## config.mk

```make
export PLATFORM = sky130hd
export DESIGN_NAME = fuse_protect_bank
export DESIGN_NICKNAME = d
export VERILOG_FILES = /design/src/rtl/fuse_bank_pkg.sv /design/src/rtl/fuse_byte.sv /design/src/rtl/fuse_axil_port.sv /design/src/rtl/fuse_protect_bank.sv
export SDC_FILE = /design/constraint.sdc
export NUM_CORES = 1
export LEC_CHECK = 0
export BUFFER_PORTS_ARGS = -buffer_cell sky130_fd_sc_hd__buf_2
export CAP_MARGIN = 20
export CORE_MARGIN = 3
export CORE_UTILIZATION = 35
export CTS_BUF_LIST = sky130_fd_sc_hd__clkbuf_4 sky130_fd_sc_hd__clkbuf_8
export DETAILED_ROUTE_END_ITERATION = 6
export GPL_ROUTABILITY_DRIVEN = 0
export GPL_TIMING_DRIVEN = 0
export PLACE_DENSITY = 0.6
export SETUP_SLACK_MARGIN = 0.15
export SLEW_MARGIN = 15
export SYNTH_ARGS = -nofsm -noshare
export SYNTH_HDL_FRONTEND = slang
export SYNTH_HIERARCHICAL = 1
export SYNTH_SLANG_ARGS = --single-unit
```

## constraint.sdc

```tcl
create_clock -name aclk -period 2.77 [get_ports aclk]
set_input_delay 0.4155 -clock aclk [delete_from_list [all_inputs] [get_ports aclk]]
set_output_delay 0.4155 -clock aclk [all_outputs]
set_load 0.05 [all_outputs]
```

## src/rtl/fuse_bank_pkg.sv

```systemverilog
// Constants shared by the configuration fuse bank and its bus port.
// Assumes a 32-bit AXI4-Lite bus and one core clock.
package fuse_bank_pkg;

    // ************************************************************
    // Bus geometry
    // ************************************************************
    localparam int ADDR_W   = 24;
    localparam int DATA_W   = 32;
    localparam int NUM_REGS = 3;

    // Register indices; the byte address is four times the index
    localparam logic [ADDR_W-1:0] DEBUG_IDX = 24'h30_0006;
    localparam logic [ADDR_W-1:0] PROG_IDX  = 24'h30_0008;
    localparam logic [ADDR_W-1:0] BOOT_IDX  = 24'h30_0009;
    localparam logic [ADDR_W-1:0] DEBUG_ADDR = ADDR_W'(32'(DEBUG_IDX) * 32'd4);
    localparam logic [ADDR_W-1:0] PROG_ADDR  = ADDR_W'(32'(PROG_IDX) * 32'd4);
    localparam logic [ADDR_W-1:0] BOOT_ADDR  = ADDR_W'(32'(BOOT_IDX) * 32'd4);

    // Slot numbers of the three bytes
    localparam int SLOT_DEBUG = 0;
    localparam int SLOT_PROG  = 1;
    localparam int SLOT_BOOT  = 2;

    // ************************************************************
    // Field positions
    // ************************************************************
    localparam int DBG_OFF_BIT   = 7;
    localparam int LOWVOLT_BIT   = 2;
    localparam int STACK_RST_BIT = 0;
    localparam int EEPROM_BIT    = 7;
    localparam int BOOT_BIT      = 6;
    localparam int NUM_BLOCKS    = 4;

    // Implemented bits; unprogrammed value equals the mask
    localparam logic [7:0] DEBUG_IMPL = 8'h85;
    localparam logic [7:0] PROG_IMPL  = 8'h0F;
    localparam logic [7:0] SMALL_IMPL = 8'h03;
    localparam logic [7:0] BOOT_IMPL  = 8'hC0;
    // Bits that may only go from one to zero
    localparam logic [7:0] DEBUG_CLR  = 8'h00;
    localparam logic [7:0] PROG_CLR   = 8'h0F;
    localparam logic [7:0] BOOT_CLR   = 8'hC0;

    // ************************************************************
    // Program memory map
    // ************************************************************
    localparam int                PROG_ADDR_W = 21;
    localparam logic [20:0]       BOOT_LAST   = 21'h00_01FF;
    localparam int                BLOCK_SHIFT = 13;

    localparam logic [1:0] RESP_OKAY   = 2'h0;
    localparam logic [1:0] RESP_SLVERR = 2'h2;

    typedef enum logic [2:0] {
        ST_IDLE  = 3'h1,
        ST_WRESP = 3'h2,
        ST_RDATA = 3'h4
    } port_state_t;

endpackage

```

## src/rtl/fuse_byte.sv

```systemverilog
// One configuration byte: programmable bits and clear-only bits.
// Assumes the caller qualifies wr_en with a decoded address.
`timescale 1ns/10ps
`default_nettype none
module fuse_byte
#(
    parameter logic [7:0] IMPL_MASK  = 8'hFF,
    parameter logic [7:0] CLEAR_MASK = 8'h00
)
(
    input  wire logic       aclk,
    input  wire logic       aresetn,
    input  wire logic       wr_en,
    input  wire logic [7:0] wr_data,
    output logic      [7:0] value_r
);

    // ************************************************************
    // Update
    // ************************************************************
    wire logic [7:0] prog_mask = IMPL_MASK & ~CLEAR_MASK;
    // Clear-only bits can never be set again by a write
    wire logic [7:0] value_nxt = (wr_data & prog_mask) | (value_r & wr_data & CLEAR_MASK);

    if ((CLEAR_MASK & ~IMPL_MASK) != 8'h00)
    begin : g_bad_mask
        $error("Clear-only bits must be implemented");
    end

    always_ff @(posedge aclk)
    begin
        if (!aresetn)
            value_r <= IMPL_MASK;
        else if (wr_en)
            value_r <= value_nxt;
    end

endmodule
`default_nettype wire

```

## src/rtl/fuse_axil_port.sv

```systemverilog
// AXI4-Lite slave handshake for the fuse bank; one transfer at a time.
// Assumes the register file answers reads and writes combinationally.
`timescale 1ns/10ps
`default_nettype none
module fuse_axil_port
(
    input  wire logic                             aclk,
    input  wire logic                             aresetn,
    input  wire logic [fuse_bank_pkg::ADDR_W-1:0] awaddr,
    input  wire logic                             awvalid,
    output logic                                  awready,
    input  wire logic [31:0]                      wdata,
    input  wire logic [3:0]                       wstrb,
    input  wire logic                             wvalid,
    output logic                                  wready,
    output logic [1:0]                            bresp,
    output logic                                  bvalid,
    input  wire logic                             bready,
    input  wire logic                             arvalid,
    output logic                                  arready,
    output logic [31:0]                           rdata,
    output logic [1:0]                            rresp,
    output logic                                  rvalid,
    input  wire logic                             rready,
    output logic                                  wr_fire,
    output logic [fuse_bank_pkg::ADDR_W-1:0]      wr_addr,
    output logic [31:0]                           wr_data,
    output logic [3:0]                            wr_strb,
    input  wire logic                             wr_ok,
    output logic                                  rd_fire,
    input  wire logic [31:0]                      rd_data,
    input  wire logic                             rd_ok
);

    fuse_bank_pkg::port_state_t state_r;
    fuse_bank_pkg::port_state_t state_nxt;
    logic                       aw_got_r;
    logic                       w_got_r;

    // ************************************************************
    // Handshakes
    // ************************************************************
    wire logic idle = (state_r == fuse_bank_pkg::ST_IDLE);
    assign awready = idle & ~aw_got_r;
    assign wready  = idle & ~w_got_r;
    // Pending write halves take priority over a new read
    assign arready = idle & ~aw_got_r & ~w_got_r;
    assign wr_fire = idle & aw_got_r & w_got_r;
    assign rd_fire = arvalid & arready;
    assign bvalid  = (state_r == fuse_bank_pkg::ST_WRESP);
    assign rvalid  = (state_r == fuse_bank_pkg::ST_RDATA);

    always_comb
    begin
        state_nxt = state_r;
        case (state_r)
            fuse_bank_pkg::ST_IDLE:
                if (wr_fire)
                    state_nxt = fuse_bank_pkg::ST_WRESP;
                else if (rd_fire)
                    state_nxt = fuse_bank_pkg::ST_RDATA;
            fuse_bank_pkg::ST_WRESP:
                if (bready)
                    state_nxt = fuse_bank_pkg::ST_IDLE;
            fuse_bank_pkg::ST_RDATA:
                if (rready)
                    state_nxt = fuse_bank_pkg::ST_IDLE;
            default:
                state_nxt = fuse_bank_pkg::ST_IDLE;
        endcase
    end

    always_ff @(posedge aclk)
    begin
        if (!aresetn)
        begin
            state_r  <= fuse_bank_pkg::ST_IDLE;
            aw_got_r <= 1'b0;
            w_got_r  <= 1'b0;
            wr_addr  <= '0;
            wr_data  <= '0;
            wr_strb  <= '0;
            bresp    <= fuse_bank_pkg::RESP_OKAY;
            rresp    <= fuse_bank_pkg::RESP_OKAY;
            rdata    <= '0;
        end
        else
        begin
            state_r  <= state_nxt;
            aw_got_r <= (aw_got_r | (awvalid & awready)) & ~wr_fire;
            w_got_r  <= (w_got_r | (wvalid & wready)) & ~wr_fire;
            if (awvalid & awready)
                wr_addr <= awaddr;
            if (wvalid & wready)
            begin
                wr_data <= wdata;
                wr_strb <= wstrb;
            end
            if (wr_fire)
                bresp <= wr_ok ? fuse_bank_pkg::RESP_OKAY : fuse_bank_pkg::RESP_SLVERR;
            if (rd_fire)
            begin
                rdata <= rd_data;
                rresp <= rd_ok ? fuse_bank_pkg::RESP_OKAY : fuse_bank_pkg::RESP_SLVERR;
            end
        end
    end

endmodule
`default_nettype wire

```

## src/rtl/fuse_protect_bank.sv

```systemverilog
// Configuration fuse bank: debug, programming and protection bytes; the stack reset bit sits in the debug byte.
// Assumes an AXI4-Lite master on aclk and a core that reports stack events.
//
// Overview of operation
// Debug field one frees both debug pins
// Low-voltage programming bit enables that entry path
// Stack error reset bit makes stack events reset
// Unimplemented bits always read as zero
// Block three protected while its bit is zero
// Block two protected while its bit is zero
// Block one protected while its bit is zero
// Data EEPROM protected while its bit is zero
// Boot region protected while its bit is zero
// Small variants keep block two, three bits set; here those bits are unimplemented and read zero
// Blank bits read one; protection bits clear-only
// Block zero protected while its bit is zero
`timescale 1ns/10ps
`default_nettype none
module fuse_protect_bank
#(
    parameter bit SMALL_MEM = 1'b0
)
(
    input  wire logic                                  aclk,
    input  wire logic                                  aresetn,
    input  wire logic [fuse_bank_pkg::ADDR_W-1:0]      awaddr,
    input  wire logic                                  awvalid,
    output logic                                       awready,
    input  wire logic [31:0]                           wdata,
    input  wire logic [3:0]                            wstrb,
    input  wire logic                                  wvalid,
    output logic                                       wready,
    output logic [1:0]                                 bresp,
    output logic                                       bvalid,
    input  wire logic                                  bready,
    input  wire logic [fuse_bank_pkg::ADDR_W-1:0]      araddr,
    input  wire logic                                  arvalid,
    output logic                                       arready,
    output logic [31:0]                                rdata,
    output logic [1:0]                                 rresp,
    output logic                                       rvalid,
    input  wire logic                                  rready,
    input  wire logic                                  stack_full,
    input  wire logic                                  stack_underflow,
    input  wire logic [fuse_bank_pkg::PROG_ADDR_W-1:0] prog_addr,
    output logic                                       stack_reset_req_r,
    output logic                                       debug_pin_a_reserved_r,
    output logic                                       debug_pin_b_reserved_r,
    output logic                                       lowvolt_prog_en_r,
    output logic [fuse_bank_pkg::NUM_BLOCKS-1:0]       prog_block_protect_r,
    output logic                                       eeprom_protect_r,
    output logic                                       boot_region_protect_r,
    output logic                                       prog_addr_protected_r
);

    // ************************************************************
    // Byte layout
    // ************************************************************
    localparam logic [7:0] PROG_MASK = SMALL_MEM ? fuse_bank_pkg::SMALL_IMPL
                                                 : fuse_bank_pkg::PROG_IMPL;
    localparam logic [2:0][7:0] IMPL_TBL  = {fuse_bank_pkg::BOOT_IMPL, PROG_MASK,
                                             fuse_bank_pkg::DEBUG_IMPL};
    localparam logic [2:0][7:0] CLEAR_TBL = {fuse_bank_pkg::BOOT_CLR,
                                             fuse_bank_pkg::PROG_CLR & PROG_MASK,
                                             fuse_bank_pkg::DEBUG_CLR};

    if (fuse_bank_pkg::NUM_REGS != 3)
    begin : g_bad_regs
        $error("Fuse bank is laid out for three bytes");
    end

    // One-hot select of the addressed byte; zero when unmapped
    function automatic logic [2:0] reg_sel(input logic [fuse_bank_pkg::ADDR_W-1:0] addr);
        reg_sel = {addr == fuse_bank_pkg::BOOT_ADDR,
                   addr == fuse_bank_pkg::PROG_ADDR,
                   addr == fuse_bank_pkg::DEBUG_ADDR};
    endfunction

    // Region of a program address: one-hot boot region or block bit
    function automatic logic [4:0] region_of(input logic [20:0] addr);
        logic [7:0] blk;
        blk       = 8'(addr >> fuse_bank_pkg::BLOCK_SHIFT);
        region_of = 5'h00;
        if (addr <= fuse_bank_pkg::BOOT_LAST)
            region_of = 5'h10;
        else if (blk < 8'(fuse_bank_pkg::NUM_BLOCKS))
            region_of = 5'(4'h1 << blk[1:0]);
    endfunction

    // ************************************************************
    // Bus port
    // ************************************************************
    logic                             wr_fire;
    logic [fuse_bank_pkg::ADDR_W-1:0] wr_addr;
    logic [31:0]                      wr_data;
    logic [3:0]                       wr_strb;
    logic                             rd_fire;
    logic [2:0][7:0]                  fuse_val;

    wire logic [2:0]  wr_sel  = reg_sel(wr_addr);
    wire logic [2:0]  rd_sel  = reg_sel(araddr);
    wire logic        wr_ok   = |wr_sel;
    wire logic        rd_ok   = |rd_sel;
    // Byte lane zero carries the whole register
    wire logic [2:0]  wr_hit  = wr_sel & {3{wr_fire & wr_strb[0]}};
    wire logic [7:0]  rd_byte = ({8{rd_sel[0]}} & fuse_val[0])
                              | ({8{rd_sel[1]}} & fuse_val[1])
                              | ({8{rd_sel[2]}} & fuse_val[2]);
    wire logic [31:0] rd_data = {24'h00_0000, rd_byte};

    fuse_axil_port u_port
    (
        .aclk    (aclk),
        .aresetn (aresetn),
        .awaddr  (awaddr),
        .awvalid (awvalid),
        .awready (awready),
        .wdata   (wdata),
        .wstrb   (wstrb),
        .wvalid  (wvalid),
        .wready  (wready),
        .bresp   (bresp),
        .bvalid  (bvalid),
        .bready  (bready),
        .arvalid (arvalid),
        .arready (arready),
        .rdata   (rdata),
        .rresp   (rresp),
        .rvalid  (rvalid),
        .rready  (rready),
        .wr_fire (wr_fire),
        .wr_addr (wr_addr),
        .wr_data (wr_data),
        .wr_strb (wr_strb),
        .wr_ok   (wr_ok),
        .rd_fire (rd_fire),
        .rd_data (rd_data),
        .rd_ok   (rd_ok)
    );

    // ************************************************************
    // Fuse bytes
    // ************************************************************
    // Unimplemented bits hold zero and read as zero
    for (genvar g = 0; g < 3; g++)
    begin : g_fuse
        fuse_byte
        #(
            .IMPL_MASK  (IMPL_TBL[g]),
            .CLEAR_MASK (CLEAR_TBL[g])
        )
        u_byte
        (
            .aclk    (aclk),
            .aresetn (aresetn),
            .wr_en   (wr_hit[g]),
            .wr_data (wr_data[7:0]),
            .value_r (fuse_val[g])
        );
    end

    // ************************************************************
    // Active configuration
    // ************************************************************
    // Fuse changes only act after a device reset, as on silicon
    logic            load_pend_r;
    logic [2:0][7:0] cfg_r;

    wire logic stack_event = stack_full | stack_underflow;
    wire logic stack_rst   = stack_event & cfg_r[fuse_bank_pkg::SLOT_DEBUG][fuse_bank_pkg::STACK_RST_BIT];
    wire logic [7:0] prog_cfg = cfg_r[fuse_bank_pkg::SLOT_PROG];
    wire logic [7:0] boot_cfg = cfg_r[fuse_bank_pkg::SLOT_BOOT];
    wire logic [4:0] region   = region_of(prog_addr);
    wire logic [4:0] prot_vec = {~boot_cfg[fuse_bank_pkg::BOOT_BIT], ~prog_cfg[3:0]};

    always_ff @(posedge aclk)
    begin
        if (!aresetn)
        begin
            load_pend_r <= 1'b1;
            cfg_r       <= '0;
        end
        else
        begin
            load_pend_r <= stack_rst;
            if (load_pend_r)
                cfg_r <= fuse_val;
        end
    end

    // ************************************************************
    // Outputs
    // ************************************************************
    always_ff @(posedge aclk)
    begin
        if (!aresetn)
        begin
            stack_reset_req_r      <= 1'b0;
            debug_pin_a_reserved_r <= 1'b0;
            debug_pin_b_reserved_r <= 1'b0;
            lowvolt_prog_en_r      <= 1'b0;
            prog_block_protect_r   <= '0;
            eeprom_protect_r       <= 1'b0;
            boot_region_protect_r  <= 1'b0;
            prog_addr_protected_r  <= 1'b0;
        end
        else
        begin
            stack_reset_req_r      <= stack_rst;
            debug_pin_a_reserved_r <= ~cfg_r[0][fuse_bank_pkg::DBG_OFF_BIT];
            debug_pin_b_reserved_r <= ~cfg_r[0][fuse_bank_pkg::DBG_OFF_BIT];
            lowvolt_prog_en_r      <= cfg_r[0][fuse_bank_pkg::LOWVOLT_BIT];
            // Missing blocks on small parts are never reported protected
            prog_block_protect_r   <= ~prog_cfg[3:0] & PROG_MASK[3:0];
            eeprom_protect_r       <= ~boot_cfg[fuse_bank_pkg::EEPROM_BIT];
            boot_region_protect_r  <= ~boot_cfg[fuse_bank_pkg::BOOT_BIT];
            prog_addr_protected_r  <= |(region & prot_vec & {1'b1, PROG_MASK[3:0]});
        end
    end
endmodule
`default_nettype wire

```

==> results.txt <==
----------------------------------------------------
[Route]
  Number of nets with antenna violations after detailed routing ... 0
  Avg WL per Cell ... roughly 13 um
  Total wire length after detailed routing ... 11200 um
  1st-pass router iterations ... 6
  Initial DRC Count ... 218
  Vias post-DR ... 4089
  Per-cell via count in the routed design ... 4.79
  DRC violation count after routing ... 0

[Power and ir drop]
  Leakage power ... about 2.4 nW
  Internal Dissipation ... 2.48 mW
  Switching share of total power ... 0.369
  PwrDens ... 712 nW/um2
  Part of the power in combinational logic ... 0.319
  Clock network fraction of total power ... 0.264
  Worst vdd rail ir drop ... ~0.00029 V
  Sequential fraction of design power ... 0.417
  Power spent charging and discharging nets ... 1.45 mW

[Clock tree]
  Gates resized, CTS repair ... 0
  Count of clock tree sinks ... 99
  CTS max path bufs ... 2
  # hold bufs at CTS ... 0
  CTS Root Cell ... clkbuf_8
  Clock latency on the worst-skew pair ... 370 ps
  CTS tree ... yes
  Number of buffers inserted by post-CTS setup repair ... 0
  Clock-pin slew on the worst setup and hold paths ... 100 ps
  Count of H-tree levels built during CTS ... 3
  Inserted Clock Buffers ... 9

[Timing]
  Setup_tns ... 0 ps
  Max Freq ... 0.417 GHz
  Portion of the clock cycle consumed by the worst path in the final layout ... 0.867
  Least-Margin Pin Slew ... 652 ps
  Number of pins with negative max-slew slack in the final report ... 0
  Shortest period the worst path allows ... 2400 ps
  Normalized max-slew margin ... 0.562
  Fin Clk Skew ... 6.30 ps
  Final hold vios ... 0
  Setup repair after global routing missed its margin ... false
  Final setup viols ... 0

[Cells and area]
  Filler instances ... 1212
  Ratio of cells with drive above 1 in the final layout ... 0.284
  Number of diodes ... 0
  Nets@finish ... 795
  Post-synthesis to final-layout area growth ... 27.6%
  Post-route insts no fill ... 854

[Floorplan]
  Area of the die ... 13800 um2
  Number of core rows ... 40
  Starting utilization of the core area ... 0.359
  Die Ht ... around 120 um
  Core ar. ... between 10000 and 15000 um2
  Width of the die ... 117 um
  Ports ... approximately 170

[Global routing]
  Global-route wire length before repair ... around 18000 um
  Total global routing track utilization ... 0.162
  Number of global-route vias before repair ... 3895
  Largest net degree at the start of global routing ... 18
  Sum of overflow across all layers after global routing ... 0
  Antenna violations before repair ... 0

[Setup path]
  Depth of the worst register-to-register path ... 8
  Critical Path End Type ... primary output
  Beginning of the worst register-to-register path ... u_port/state_r[1]
  Max FO, Critical Path ... 10
  R2R Setup Slk ... 370 ps
  Kind of critical path ... flip-flop to primary output
  Data arrival time at the worst-slack endpoint ... 1990 ps
  Required time of the critical path ... 2350 ps
  Endpoint of the most critical register-to-register path ... g_fuse[0].u_byte/value_r[0]
  Critical path launch point type ... flip-flop

[Min path]
  Count of cells along the worst hold path ... 3
  Startpoint of the most critical hold path ... awaddr[16]
  Path class of the lowest-slack min-delay path ... input port to flip-flop
  WHS Endpoint ... u_port/wr_addr[16]

[Synthesis]
  Average instance area after synthesis ... between 8 and 9 um2
  Number of instances in the synthesized netlist ... 509
  Netlist area before placement ... 4330 um2
  Synth warn ... 6

[Placement]
  Placed cells ... 837
  Number of buffers added on ports ... 124
  Final HPWL DP ... about 8600 um

[Outcome]
  Status ... finished clean

[Job]
  Maxcap violations ... 0

----------------------------------------------------
==> per-layer routing <==
layer  GRT usage  up-vias  share of wire
met5           0        -              0
li1            -     2105              -
met2       0.278      121           0.47
met3      0.0288       16          0.068
met1       0.199     1847           0.44
met4      0.0688        0          0.016
==> power groups by stage <==
stage	combinational, mW	clock, mW	sequential, mW
after global placement	1.23	0	1.67
after detailed placement	1.25	0	1.68
after floorplan	0.744	0	1.86
after CTS	1.25	1.07	1.64
final	1.26	1.04	1.64
after global routing	1.37	1.12	1.66
==> worst max-delay path, stage by stage (launching register included) <==
cell,delay [ps]
dfxtp_1,320
buf_2,180
or3b_1,400
buf_6,170
buf_6,140
nor3_1,120
buf_2,290
==> registers in the layout (all words and copies together), names as in the netlist, 2 cells and up <==
name	flops
u_port/rdata	32
prog_block_protect_r	4
u_port/wr_data	6
boot_cfg	2
u_port/wr_addr	24
u_port/state_r	3
g_fuse.u_byte/value_r	9
prog_cfg	4
cfg_r	3
==> placed cells by master, fill, tap and decap left out, types with 2 or more instances in the layout <==
cell	instances
buf_6	5
nor2b_1	5
buf_1	2
inv_1	7
o21ai_0	48
clkbuf_1	28
a211oi_1	2
nand3_1	66
mux2_2	8
nor4bb_1	4
nand4bb_1	2
clkbuf_2	2
nor2_1	24
buf_4	22
nor4b_1	7
or3b_1	2
nand2_1	8
nor3b_1	4
clkbuf_8	9
clkinvlp_4	2
conb_1	41
o21ai_1	22
bufinv_16	2
nor4_1	7
buf_2	134
dfxtp_1	99
a22oi_1	8
mux2i_1	12
clkinv_1	2
a31oi_1	2
a21oi_1	66
nor3_1	15
==> worst max path at each step <==
stage / slack (ps) / cells past startpoint / from / end
finish: 370 / 6 / u_port/state_r[1] / arready
global route: 170 / 8 / u_port/state_r[0] / g_fuse[0].u_byte/value_r[0]
CTS: 340 / 6 / u_port/state_r[1] / arready
detailed placement: 380 / 8 / u_port/state_r[0] / g_fuse[0].u_byte/value_r[0]
global placement: 460 / 8 / u_port/state_r[1] / g_fuse[0].u_byte/value_r[0]
floorplan: 210 / 5 / u_port/state_r[1] / arready
==> layout make-up <==
| cell class | instances | area [um2] | share of cell area |
|---|---|---|---|
| repair buffers | 125 | 626 | 0.113 |
| clock buffers | 9 | 124 | 0.0224 |
| well taps | 168 | 210 | 0.0380 |
| multi-input cells | 368 | 2060 | 0.373 |
| clock inverters | 7 | 100 | 0.0181 |
| inverters | 10 | 37.5 | 0.00679 |
| flip-flops and latches | 99 | 1980 | 0.358 |
| plain buffers | 68 | 389 | 0.0704 |
==> through the flow <==
step | utilization | worst slack (ps) | hold WS [ps] | instance area [um2] | total power, mW
final | 0.458 | 369 | 284 | 5530 | 3.94
after floorplan | - | 213 | 392 | 4470 | 2.60
after global routing | 0.458 | 166 | 270 | 5530 | 4.16
after CTS | 0.458 | 343 | 262 | 5520 | 3.97
after global placement | 0.439 | 457 | 417 | 5300 | 2.90
after detailed placement | 0.439 | 378 | 416 | 5300 | 2.93
Power figures use the tool's default switching activity.
